<file path="src/scr_consts.svh">
`ifndef SCR_CONSTS_SVH
`define SCR_CONSTS_SVH

// ************************************************
// register offsets and address width
// ************************************************
`define SCR_ADDR_W 11
`define SCR_OFS_CTRL 11'h000
`define SCR_OFS_IDIRQ 11'h004
`define SCR_UNMAPPED_RD 32'h0000_0000

// ************************************************
// control register set/clear field positions
// ************************************************
`define SCR_LOW_SET_LSB 0
`define SCR_LOW_CLR_LSB 8
`define SCR_RSV_SET_BIT 16
`define SCR_RSV_CLR_BIT 24
`define SCR_IEN_SET_LSB 20
`define SCR_IEN_CLR_LSB 28

// ************************************************
// status view field positions
// ************************************************
`define SCR_ST_LOW_LSB 0
`define SCR_ST_PULSER_BIT 13
`define SCR_ST_GOVF_BIT 14
`define SCR_ST_GCE_BIT 15
`define SCR_ST_RSV_BIT 16
`define SCR_ST_IEN_LSB 20
`define SCR_ST_INT_IRQ_BIT 26
`define SCR_ST_EXT_IRQ_BIT 27
`define SCR_ST_SRC_LSB 28

// ************************************************
// identity and interrupt control fields
// ************************************************
`define SCR_ID_MOD_LSB 16
`define SCR_ID_VER_LSB 12
`define SCR_IRQ_EN_BIT 11
`define SCR_IRQ_LVL_LSB 8
`define SCR_IRQ_VEC_LSB 0
`define SCR_IRQ_CTL_W 12

// ************************************************
// reset values
// ************************************************
`define SCR_JK_RST 12'h000
`define SCR_IRQ_CTL_RST 12'h000
`define SCR_LVL_NONE 3'h0

`endif

</file>
<file path="src/scr_pkg.sv">
`include "scr_consts.svh"

package scr_pkg;

    // ************************************************
    // register port
    // ************************************************
    typedef struct packed {
        logic stb;
        logic we;
        logic [`SCR_ADDR_W-1:0] addr;
        logic [3:0] be;
        logic [31:0] wdata;
    } scr_req_t;

    typedef struct packed {
        logic ack;
        logic [31:0] rdata;
    } scr_rsp_t;

    // ************************************************
    // interrupt acknowledge port
    // ************************************************
    typedef struct packed {
        logic stb;
        logic [2:0] level;
    } scr_iack_req_t;

    typedef struct packed {
        logic ack;
        logic [7:0] vector;
    } scr_iack_rsp_t;

    // ************************************************
    // module settings driven to the rest of the scaler
    // ************************************************
    typedef struct packed {
        logic user_led;
        logic test_pulse_en;
        logic input_test_en;
        logic bcast_en;
        logic bcast_hs_ctl;
        logic [1:0] input_mode;
    } scr_ctrl_t;

    // ************************************************
    // bus interrupter states, gray along idle-req-acked
    // ************************************************
    typedef enum logic [1:0] {
        SCR_IRQ_IDLE = 2'b00,
        SCR_IRQ_REQ = 2'b01,
        SCR_IRQ_ACKED = 2'b11
    } scr_irq_state_t;

    typedef struct packed {
        logic [`SCR_IRQ_CTL_W-1:0] irq_ctl;
        scr_irq_state_t irq_state;
        logic rsp_ack;
        logic [31:0] rsp_rdata;
        logic iack_ack;
        logic [7:0] iack_vec;
    } scr_state_t;

endpackage : scr_pkg

</file>
<file path="src/scr_jk_bank.sv">
`timescale 1ns/1ps

module scr_jk_bank #(
    parameter int N = 12,
    parameter logic [N-1:0] RST = '0
) (
    input wire logic sys_clk,
    input wire logic resetn,
    input wire logic sync_clr,
    input wire logic [N-1:0] set_v,
    input wire logic [N-1:0] clr_v,
    output logic [N-1:0] q
);

    typedef struct packed {
        logic [N-1:0] q;
    } scr_jk_st_t;

    scr_jk_st_t st_ff;
    scr_jk_st_t nxt_st;

    if (N < 1) begin : g_chk
        $error("scr_jk_bank needs at least one bit");
    end

    // ************************************************
    // set wins alone, clear wins alone, both toggles
    // ************************************************
    always_comb begin
        nxt_st = st_ff;
        if (sync_clr) begin
            nxt_st.q = RST;
        end else begin
            nxt_st.q = (set_v & ~st_ff.q) | (~clr_v & st_ff.q);
        end
    end

    always_ff @(posedge sys_clk or negedge resetn) begin
        if (!resetn) begin
            st_ff <= '{q: RST};
        end else begin
            st_ff <= nxt_st;
        end
    end

    assign q = st_ff.q;

endmodule : scr_jk_bank

</file>
<file path="src/scr_regs.sv">
`timescale 1ns/1ps

module scr_regs
    import scr_pkg::*;
#(
    parameter logic [15:0] MODULE_ID = 16'h1234,
    parameter logic [3:0] VERSION = 4'h1
) (
    input wire logic sys_clk,
    input wire logic resetn,
    input wire logic key_reset,
    input scr_req_t reg_req,
    output scr_rsp_t reg_rsp,
    input scr_iack_req_t iack_req,
    output scr_iack_rsp_t iack_rsp,
    input wire logic ovf_src,
    input wire logic shadow_src,
    input wire logic count_en_st,
    input wire logic gen_ovf_st,
    input wire logic pulser_st,
    output scr_ctrl_t ctrl,
    output logic irq_req,
    output logic [2:0] irq_level
);

    // ************************************************
    // elaboration checks
    // ************************************************
    // module number is four decimal digits, each nibble 0..9
    if ((MODULE_ID[15:12] > 4'h9) || (MODULE_ID[11:8] > 4'h9) ||
        (MODULE_ID[7:4] > 4'h9) || (MODULE_ID[3:0] > 4'h9)) begin : g_chk_bcd
        $error("MODULE_ID must hold four decimal digits");
    end

    // header layout has to match the packing done below
    if (`SCR_IRQ_CTL_W != 12) begin : g_chk_ctl_w
        $error("interrupt control field must be 12 bits wide");
    end
    if (`SCR_ID_VER_LSB != `SCR_IRQ_CTL_W) begin : g_chk_ver_pos
        $error("version field must sit above the control bits");
    end
    if (`SCR_ID_MOD_LSB != `SCR_ID_VER_LSB + 4) begin : g_chk_mod_pos
        $error("module number must sit above the version");
    end
    if (`SCR_LOW_CLR_LSB != `SCR_LOW_SET_LSB + 8) begin : g_chk_low_pos
        $error("low clear bits must sit one byte above the set bits");
    end
    if (`SCR_IEN_CLR_LSB != `SCR_IEN_SET_LSB + 8) begin : g_chk_ien_pos
        $error("source disable bits must sit one byte above the enables");
    end

    // ************************************************
    // jk bank layout
    // ************************************************
    // 0 led, 1 test irq, 2 mode0, 3 mode1, 4 pulses, 5 test mode,
    // 6 broadcast, 7 handshake ctl, 8 reserved, 11:9 source enables
    localparam int JK_N = 12;
    localparam int JK_RSV = 8;
    localparam int JK_IEN = 9;
    localparam int JK_LED = 0;
    localparam int JK_TIRQ = 1;
    localparam int JK_MODE = 2;
    localparam int JK_PULSE = 4;
    localparam int JK_ITEST = 5;
    localparam int JK_BCAST = 6;
    localparam int JK_HSCTL = 7;
    if (JK_IEN + 3 != JK_N) begin : g_chk_jk_n
        $error("source enables must fill the top of the bank");
    end

    scr_state_t st_ff;
    scr_state_t nxt_st;

    logic [JK_N-1:0] jk_q;
    logic [JK_N-1:0] jk_set;
    logic [JK_N-1:0] jk_clr;
    logic [31:0] wmask;
    logic [31:0] wbits;
    logic wr_ctrl;
    logic wr_idirq;
    logic hit_ctrl;
    logic hit_idirq;
    logic [2:0] src_state;
    logic [2:0] src_en;
    logic int_irq;
    logic req_allowed;
    logic irq_glob_en;
    logic irq_lvl_ok;
    logic irq_on_bus;
    logic iack_hit;
    logic [31:0] rd_view;
    logic [31:0] status_view;
    logic [31:0] idirq_view;

    // ************************************************
    // address decode and byte lanes
    // ************************************************
    assign hit_ctrl = (reg_req.addr == `SCR_OFS_CTRL);
    assign hit_idirq = (reg_req.addr == `SCR_OFS_IDIRQ);
    assign wr_ctrl = reg_req.stb && reg_req.we && hit_ctrl;
    assign wr_idirq = reg_req.stb && reg_req.we && hit_idirq;

    // d16 writes only touch their enabled lanes
    assign wmask = {{8{reg_req.be[3]}}, {8{reg_req.be[2]}},
                    {8{reg_req.be[1]}}, {8{reg_req.be[0]}}};
    assign wbits = reg_req.wdata & wmask;

    // ************************************************
    // control register set/clear decode
    // ************************************************
    always_comb begin
        jk_set = '0;
        jk_clr = '0;
        if (wr_ctrl) begin
            jk_set[7:0] = wbits[`SCR_LOW_SET_LSB +: 8];
            jk_clr[7:0] = wbits[`SCR_LOW_CLR_LSB +: 8];
            jk_set[JK_RSV] = wbits[`SCR_RSV_SET_BIT];
            jk_clr[JK_RSV] = wbits[`SCR_RSV_CLR_BIT];
            jk_set[JK_IEN +: 3] = wbits[`SCR_IEN_SET_LSB +: 3];
            jk_clr[JK_IEN +: 3] = wbits[`SCR_IEN_CLR_LSB +: 3];
        end
    end

    // all function bits live in one jk bank, cleared by either reset
    scr_jk_bank #(
        .N(JK_N),
        .RST(`SCR_JK_RST)
    ) u_jk (
        .sys_clk(sys_clk),
        .resetn(resetn),
        .sync_clr(key_reset),
        .set_v(jk_set),
        .clr_v(jk_clr),
        .q(jk_q)
    );

    // ************************************************
    // interrupt sources
    // ************************************************
    // source 2 is the software test condition held in the bank
    assign src_state = {jk_q[JK_TIRQ], shadow_src, ovf_src};
    assign src_en = jk_q[JK_IEN +: 3];
    assign int_irq = |(src_state & src_en);
    assign irq_glob_en = st_ff.irq_ctl[`SCR_IRQ_EN_BIT];
    // level zero is not a bus level, so it never requests
    assign irq_lvl_ok = (irq_level != `SCR_LVL_NONE);
    assign req_allowed = int_irq && irq_glob_en && irq_lvl_ok;
    // a level match only counts while our request is on the bus
    assign irq_on_bus = (st_ff.irq_state == SCR_IRQ_REQ);
    assign iack_hit = iack_req.stb && (iack_req.level == irq_level);

    // ************************************************
    // read views
    // ************************************************
    always_comb begin
        status_view = '0;
        status_view[`SCR_ST_LOW_LSB +: 8] = jk_q[7:0];
        status_view[`SCR_ST_PULSER_BIT] = pulser_st;
        status_view[`SCR_ST_GOVF_BIT] = gen_ovf_st;
        status_view[`SCR_ST_GCE_BIT] = count_en_st;
        status_view[`SCR_ST_RSV_BIT] = jk_q[JK_RSV];
        status_view[`SCR_ST_IEN_LSB +: 3] = src_en;
        status_view[`SCR_ST_INT_IRQ_BIT] = int_irq;
        status_view[`SCR_ST_EXT_IRQ_BIT] = irq_on_bus;
        status_view[`SCR_ST_SRC_LSB +: 3] = src_state;
    end

    always_comb begin
        idirq_view = '0;
        idirq_view[`SCR_ID_MOD_LSB +: 16] = MODULE_ID;
        idirq_view[`SCR_ID_VER_LSB +: 4] = VERSION;
        idirq_view[`SCR_IRQ_CTL_W-1:0] = st_ff.irq_ctl;
    end

    // unmapped offsets still answer, with zeros
    always_comb begin
        if (hit_ctrl) begin
            rd_view = status_view;
        end else if (hit_idirq) begin
            rd_view = idirq_view;
        end else begin
            rd_view = `SCR_UNMAPPED_RD;
        end
    end

    // ************************************************
    // next state
    // ************************************************
    always_comb begin
        nxt_st = st_ff;
        nxt_st.rsp_ack = 1'b0;
        nxt_st.iack_ack = 1'b0;

        // register answer, one cycle after the strobe
        if (reg_req.stb) begin
            nxt_st.rsp_ack = 1'b1;
            // writes leave the last read answer in place
            if (!reg_req.we) begin
                nxt_st.rsp_rdata = rd_view;
            end
        end

        // only the low 12 bits are storage, identity is constant
        if (wr_idirq) begin
            nxt_st.irq_ctl = (st_ff.irq_ctl & ~wmask[`SCR_IRQ_CTL_W-1:0]) |
                             wbits[`SCR_IRQ_CTL_W-1:0];
        end

        // bus interrupter
        case (st_ff.irq_state)
            SCR_IRQ_IDLE: begin
                if (req_allowed) begin
                    nxt_st.irq_state = SCR_IRQ_REQ;
                end
            end
            SCR_IRQ_REQ: begin
                if (iack_hit) begin
                    // a request already on the bus is answered even if
                    // its condition falls in the same cycle
                    nxt_st.irq_state = SCR_IRQ_ACKED;
                    nxt_st.iack_ack = 1'b1;
                    nxt_st.iack_vec = st_ff.irq_ctl[`SCR_IRQ_VEC_LSB +: 8];
                end else if (!req_allowed) begin
                    // withdrawn before anyone answered
                    nxt_st.irq_state = SCR_IRQ_IDLE;
                end
            end
            SCR_IRQ_ACKED: begin
                // stays released until the condition goes away,
                // otherwise one stuck source would storm the bus
                if (!req_allowed) begin
                    nxt_st.irq_state = SCR_IRQ_IDLE;
                end
            end
            default: begin
                nxt_st.irq_state = SCR_IRQ_IDLE;
            end
        endcase

        if (key_reset) begin
            nxt_st.irq_ctl = `SCR_IRQ_CTL_RST;
            nxt_st.irq_state = SCR_IRQ_IDLE;
        end
    end

    // ************************************************
    // state register
    // ************************************************
    always_ff @(posedge sys_clk or negedge resetn) begin
        if (!resetn) begin
            st_ff <= '{irq_ctl: `SCR_IRQ_CTL_RST,
                       irq_state: SCR_IRQ_IDLE,
                       rsp_ack: 1'b0,
                       rsp_rdata: 32'h0000_0000,
                       iack_ack: 1'b0,
                       iack_vec: 8'h00};
        end else begin
            st_ff <= nxt_st;
        end
    end

    // ************************************************
    // outputs
    // ************************************************
    assign reg_rsp.ack = st_ff.rsp_ack;
    assign reg_rsp.rdata = st_ff.rsp_rdata;
    assign iack_rsp.ack = st_ff.iack_ack;
    assign iack_rsp.vector = st_ff.iack_vec;
    assign irq_req = irq_on_bus;
    assign irq_level = st_ff.irq_ctl[`SCR_IRQ_LVL_LSB +: 3];

    assign ctrl.user_led = jk_q[JK_LED];
    assign ctrl.input_mode = jk_q[JK_MODE +: 2];
    assign ctrl.test_pulse_en = jk_q[JK_PULSE];
    assign ctrl.input_test_en = jk_q[JK_ITEST];
    assign ctrl.bcast_en = jk_q[JK_BCAST];
    assign ctrl.bcast_hs_ctl = jk_q[JK_HSCTL];

endmodule : scr_regs

</file>
<file path="config.mk">
export PLATFORM = sky130hd
export DESIGN_NAME = scr_regs
export DESIGN_NICKNAME = d
export VERILOG_FILES = /design/src/scr_pkg.sv /design/src/scr_jk_bank.sv /design/src/scr_regs.sv
export VERILOG_INCLUDE_DIRS = /design/src
export SDC_FILE = /design/constraint.sdc
export NUM_CORES = 1
export LEC_CHECK = 0
export ABC_AREA = 1
export ABC_CLOCK_PERIOD_IN_PS = 2000
export BUFFER_PORTS_ARGS = -buffer_cell sky130_fd_sc_hd__buf_2
export CELL_PAD_IN_SITES_DETAIL_PLACEMENT = 0
export CELL_PAD_IN_SITES_GLOBAL_PLACEMENT = 2
export CORE_ASPECT_RATIO = 0.75
export CORE_UTILIZATION = 30
export DETAILED_ROUTE_END_ITERATION = 6
export PLACE_DENSITY = 0.9
export RECOVER_POWER = 50
export SYNTH_ARGS = -nofsm -noshare
export SYNTH_HDL_FRONTEND = slang
export SYNTH_HIERARCHICAL = 1
export SYNTH_SLANG_ARGS = --single-unit
</file>
<file path="constraint.sdc">
create_clock -name sys_clk -period 2 [get_ports sys_clk]
set_clock_uncertainty 0.1 [all_clocks]
set_input_delay 0.3 -clock sys_clk [delete_from_list [all_inputs] [get_ports sys_clk]]
set_output_delay 0.3 -clock sys_clk [all_outputs]
set_load 0.01 [all_outputs]
</file>
### Word-level counts from Yosys, hierarchy flattened

Index checks and enable logic that the tools add are counted.

| storage, ports and cells | value |
|---|---|
| bits in registers | 68 |
| input port bits | 61 |
| output and inout port bits | 53 |

| cells by class | value |
|---|---|
| equality and inequality tests | 5 |
| muxes and demuxes | 15 |
| bitwise logic cells | 11 |
| reduce and logical (&&, ||, !) cells | 13 |

Operators by type and width:

| cell | number |
|---|---|
| $mux W12 | 4 |
| $and A12 B12 Y12 | 3 |
| $not A12 Y12 | 3 |
| $mux W33 | 1 |
| $mux W32 | 1 |
| $and A31 B31 Y31 | 1 |
| $mux W31 | 1 |
| $mux W29 | 1 |
| $or A12 B12 Y12 | 2 |
| $mux W9 | 2 |
| $mux W14 | 1 |
| $eq A11 B3 Y1 const B | 1 |
| $logic_not A11 Y1 | 1 |
| $logic_and A1 B1 Y1 | 6 |
| $mux W2 | 3 |
| $pmux W2 S3 | 1 |
| $reduce_and A2 Y1 | 2 |
| $and A3 B3 Y3 | 1 |
| $eq A3 B3 Y1 | 1 |
| $ne A3 B3 Y1 const B | 1 |
| $reduce_bool A3 Y1 | 1 |
| $reduce_or A3 Y1 | 1 |
| $eq A2 B1 Y1 const B | 1 |
| $eq A2 B2 Y1 const B | 1 |
| other kinds (3) | 3 |

### Logic depth before layout (Yosys ltp)

| depth | value |
|---|---|
| word-level depth | 8 |
| mapped depth | 10 |

### By module

The synthesis kept the hierarchy.

Modules (own cells, without submodules):

| module | times used | cells each | area an instance (um^2) | seq. area each (um^2) |
|---|---|---|---|---|
| scr_regs | 1 | 387 | 2896.5 | 1226.2 |
| scr_jk_bank | 1 | 62 | 520.5 | 300.3 |

### Worst setup path before layout

No wires, ideal clock.

| timing path | value |
|---|---|
| path type | input to register |
| start point | in reg_req[37] in the netlist's numbering |
| end point | reg u_jk.st_ff, in the netlist u_jk/q[2] |
| library setup time | 0.118 ns |
| data arrival time | 1.242 ns |
| data required time | 1.782 ns |
| setup slack | 0.540 ns |
| cell stages on the path | 9 |
| buffers on the path | 0 |
| cell sequence | or2_4 -> nor2_4 -> nand2_4 -> nor2_4 -> nand2_2 -> nor2_1 -> nand2_1 -> nand2_1 -> nor2_2 |

RTL lines:

| item | line | text |
|---|---|---|
| start: declaration | scr_regs.sv:12 | `input scr_req_t reg_req,` |
| end signal: assignment | scr_jk_bank.sv:40 | `st_ff <= '{q: RST};` |
| end signal: assignment | scr_jk_bank.sv:42 | `st_ff <= nxt_st;` |
| end: declaration | scr_jk_bank.sv:19 | `scr_jk_st_t st_ff;` |

### Worst setup path after layout

| timing path | value |
|---|---|
| start point | in reg_req[48] in the netlist's numbering |
| end point | reg st_ff, in the netlist reg_rsp[1] |

| between the ends | value |
|---|---|
| cells in the longest elaborated chain, start to end | 1 |

Ends and longest elaborated chain:

| item | line | text |
|---|---|---|
| $reduce_and A2 Y1 (no line) | - |  |
| end signal: assignment | scr_regs.sv:251 | `` st_ff <= '{irq_ctl: `SCR_IRQ_CTL_RST, `` |
| end signal: assignment | scr_regs.sv:258 | `st_ff <= nxt_st;` |
| end: declaration | scr_regs.sv:71 | `scr_state_t st_ff;` |

Every way passes these cells.
A chain may end at the register's enable or synchronous reset.

==> reports/results.ini <==
[status]
status=finished, violations left
violations=design-rule violations

[final_layout]
final_area_um2=4030
area_growth_pct=17.8
antenna_cells=0
nets=575
final_cell_mix=nand2_1, buf_2, dfrtp_1
drive_above_1_share_pct=26.8
final_common_cell=nand2_1

[clock_network]
clk_latency_ns=0.32
cts_buffers=9
clk_path_buf_depth=2
htreeDepth=3
cts_resized=0
clkTransAtPathRegs_ns=0.05
clockRootBuffer=clkbuf_16
cts_tree=yes
cts_num_sinks=61

[floorplan]
start_util_pct=31.0
core_area_um2=11000
core.rowCount=33
die_width_um=125
die_area_um2=11800
ios=114
dieHeight_um=94.4

[critical_path]
critical_path_arrival_ns=1.67
crit_path_cell_trace=clkbuf_1, inv_1, nor2_1, inv_2, nor2_8, nand2_1, nand3_1
max_stage_delay_ns=0.53
endpoint_kind=register
cp.required_ns=2.16
rrSetupSlack_ns=0.60
worstSetupPathType=primary input to register
crit_path_max_fanout=19
start_kind=primary input
worst_path_max_delay_cell=nor2_1

[global_routing]
overflow=0
grt_pass1_vias=2726
grt_pass1_wl_um=13700
grt_max_degree=62
antenna_found_initial=0
grt_usage_pct=15.2

[detailed_routing]
postRouteAntennaNets=0
route.detailed.drc=9
vias=2861
wl_per_cell_um=12.7
wl_um=8370
viasPerCell=4.34
drtIter0Drc=182
drt_pass1_iterations=6

[synthesis]
synth_area_leaders=dfrtp_1, nand2_1, buf_4
synth_area_um2=3420
yosysWarnings=6
synth_area_per_cell_um2=7.61
synth_cells=449
yosysTopAreaCell=dfrtp_1
ys_seq_area_share_pct=44.7
synth.distinct_cells=27
synth_top_area_share_pct=44.7
yosys_register_bits=61

[power]
p_leak_uw=0.00236
ir_worst_vdd_mv=0.363
power_density_nw_per_um2=756

[sta]
fin_crit_ns=1.51
maxSlewHeadroom_pct=44.2
hold_viol=0
worst_pin_slew_ns=0.837
setup_viol=0
rsz0062_at_grt=false
fin_crit_sh_pct=75.7
setup_tns_ns=0
timing.fmax_mhz=661
slew_violations=0

[place]
place_area_um2=3750
hpwl_um=6350
port_buffers=100
gp_congestion=0.808

[hold_path]
hold_path_class=primary input to register

[job]
drv_cap=0

## final cells by class
cell class | instances | area, um2
Fill cell | 1190 | 7000
Tap cell | 140 | 175
Clock buffer | 11 | 243
Sequential cell | 61 | 1530
Timing Repair Buffer | 107 | 548
Inverter | 41 | 154
Multi-Input combinational cell | 294 | 1330
Clock inverter | 5 | 50.0
## stage by stage
stage / cells / total power [uW] / worst slack [ns] / hold WS, ns / utilization, %
after floorplan: 453 / 1440 / 0.540 / -0.0956 / -
after global placement: 642 / 1550 / 0.257 / 0.237 / 34.0
after detailed placement: 642 / 1550 / 0.236 / 0.240 / 34.0
after CTS: 659 / 3080 / 0.523 / 0.00618 / 36.8
after global routing: 659 / 3170 / 0.314 / 0.0413 / 36.5
final: 659 / 3040 / 0.486 / 0.0288 / 36.5
## flip-flops by register name, indices dropped and copies added (netlist names)
name        cells
st_ff           2
iack_rsp        9
reg_rsp        26
idirq_view      9
u_jk/q         12
irq_level       3
## final timing paths
path	start	to	depth (start not counted)
min reg2reg	reg_rsp[22]	reg_rsp[22]	2
max in group asynchronous	resetn	iack_rsp[6]	3
min	reg_req[48]	reg_rsp[32]	1
min in group asynchronous	resetn	reg_rsp[8]	3
max	reg_req[48]	reg_rsp[1]	7
max reg2reg	irq_level[2]	iack_rsp[5]	8
## power by group
group | total, uW | internal (uW) | switching [uW]
Clock | 1520 | 988 | 533
Sequential | 1290 | 1260 | 26.7
Combinational | 236 | 88.1 | 148
Total | 3040 | 2330 | 707
## worst max-delay path, delay by kind of cell
kind                   cells  cell delay, ns
and+or+nand+nor            4            1.03
buffers and inverters      3            0.33
## kinds of logic (layout without fill, tap and decap cells)
kind of cell / Yosys count / in the layout / share of synthesized area [%]
AO/OA/AOI/OAI: 18 / 18 / 3.22
buffers and inverters: 98 / 164 / 16.7
flip-flops: 61 / 61 / 44.7
other: 1 / 5 / 0.110
AND/OR/NAND/NOR: 271 / 271 / 35.3
## timing repair
item	4_1_cts	5_1_grt
hold buffers	1	0
setup buffers	0	0
endpoints found under the hold margin	61	0
setup endpoints to repair	0	0
## per-layer routing
| layer | vias to the layer above | global-route usage [%] | part of all wire (%) |
|---|---|---|---|
| met5 | - | 0 | 0 |
| met4 | 0 | 4.98 | 1.2 |
| met3 | 11 | 4.65 | 6.6 |
| met2 | 105 | 22.6 | 42 |
| met1 | 1281 | 20.9 | 50 |
| li1 | 1464 | - | - |
## cells in the mapped netlist
cell / n
buf_1: 1
or2_1: 1
nand3_2: 1
nor2_1: 56
buf_6: 4
nand2_2: 4
inv_2: 2
buf_2: 2
conb_1: 1
or2_4: 1
buf_4: 45
dfrtp_1: 61
inv_1: 38
nor2_4: 4
nor2_8: 2
and2_1: 1
o21ai_0: 4
clkinv_1: 1
nand2_1: 155
clkbuf_1: 5
nand4_1: 9
a211oi_1: 8
a21oi_1: 6
nand3b_4: 1
nand3_1: 26
nand2_4: 1
nor2_2: 9
Power figures use the tool's default switching activity.
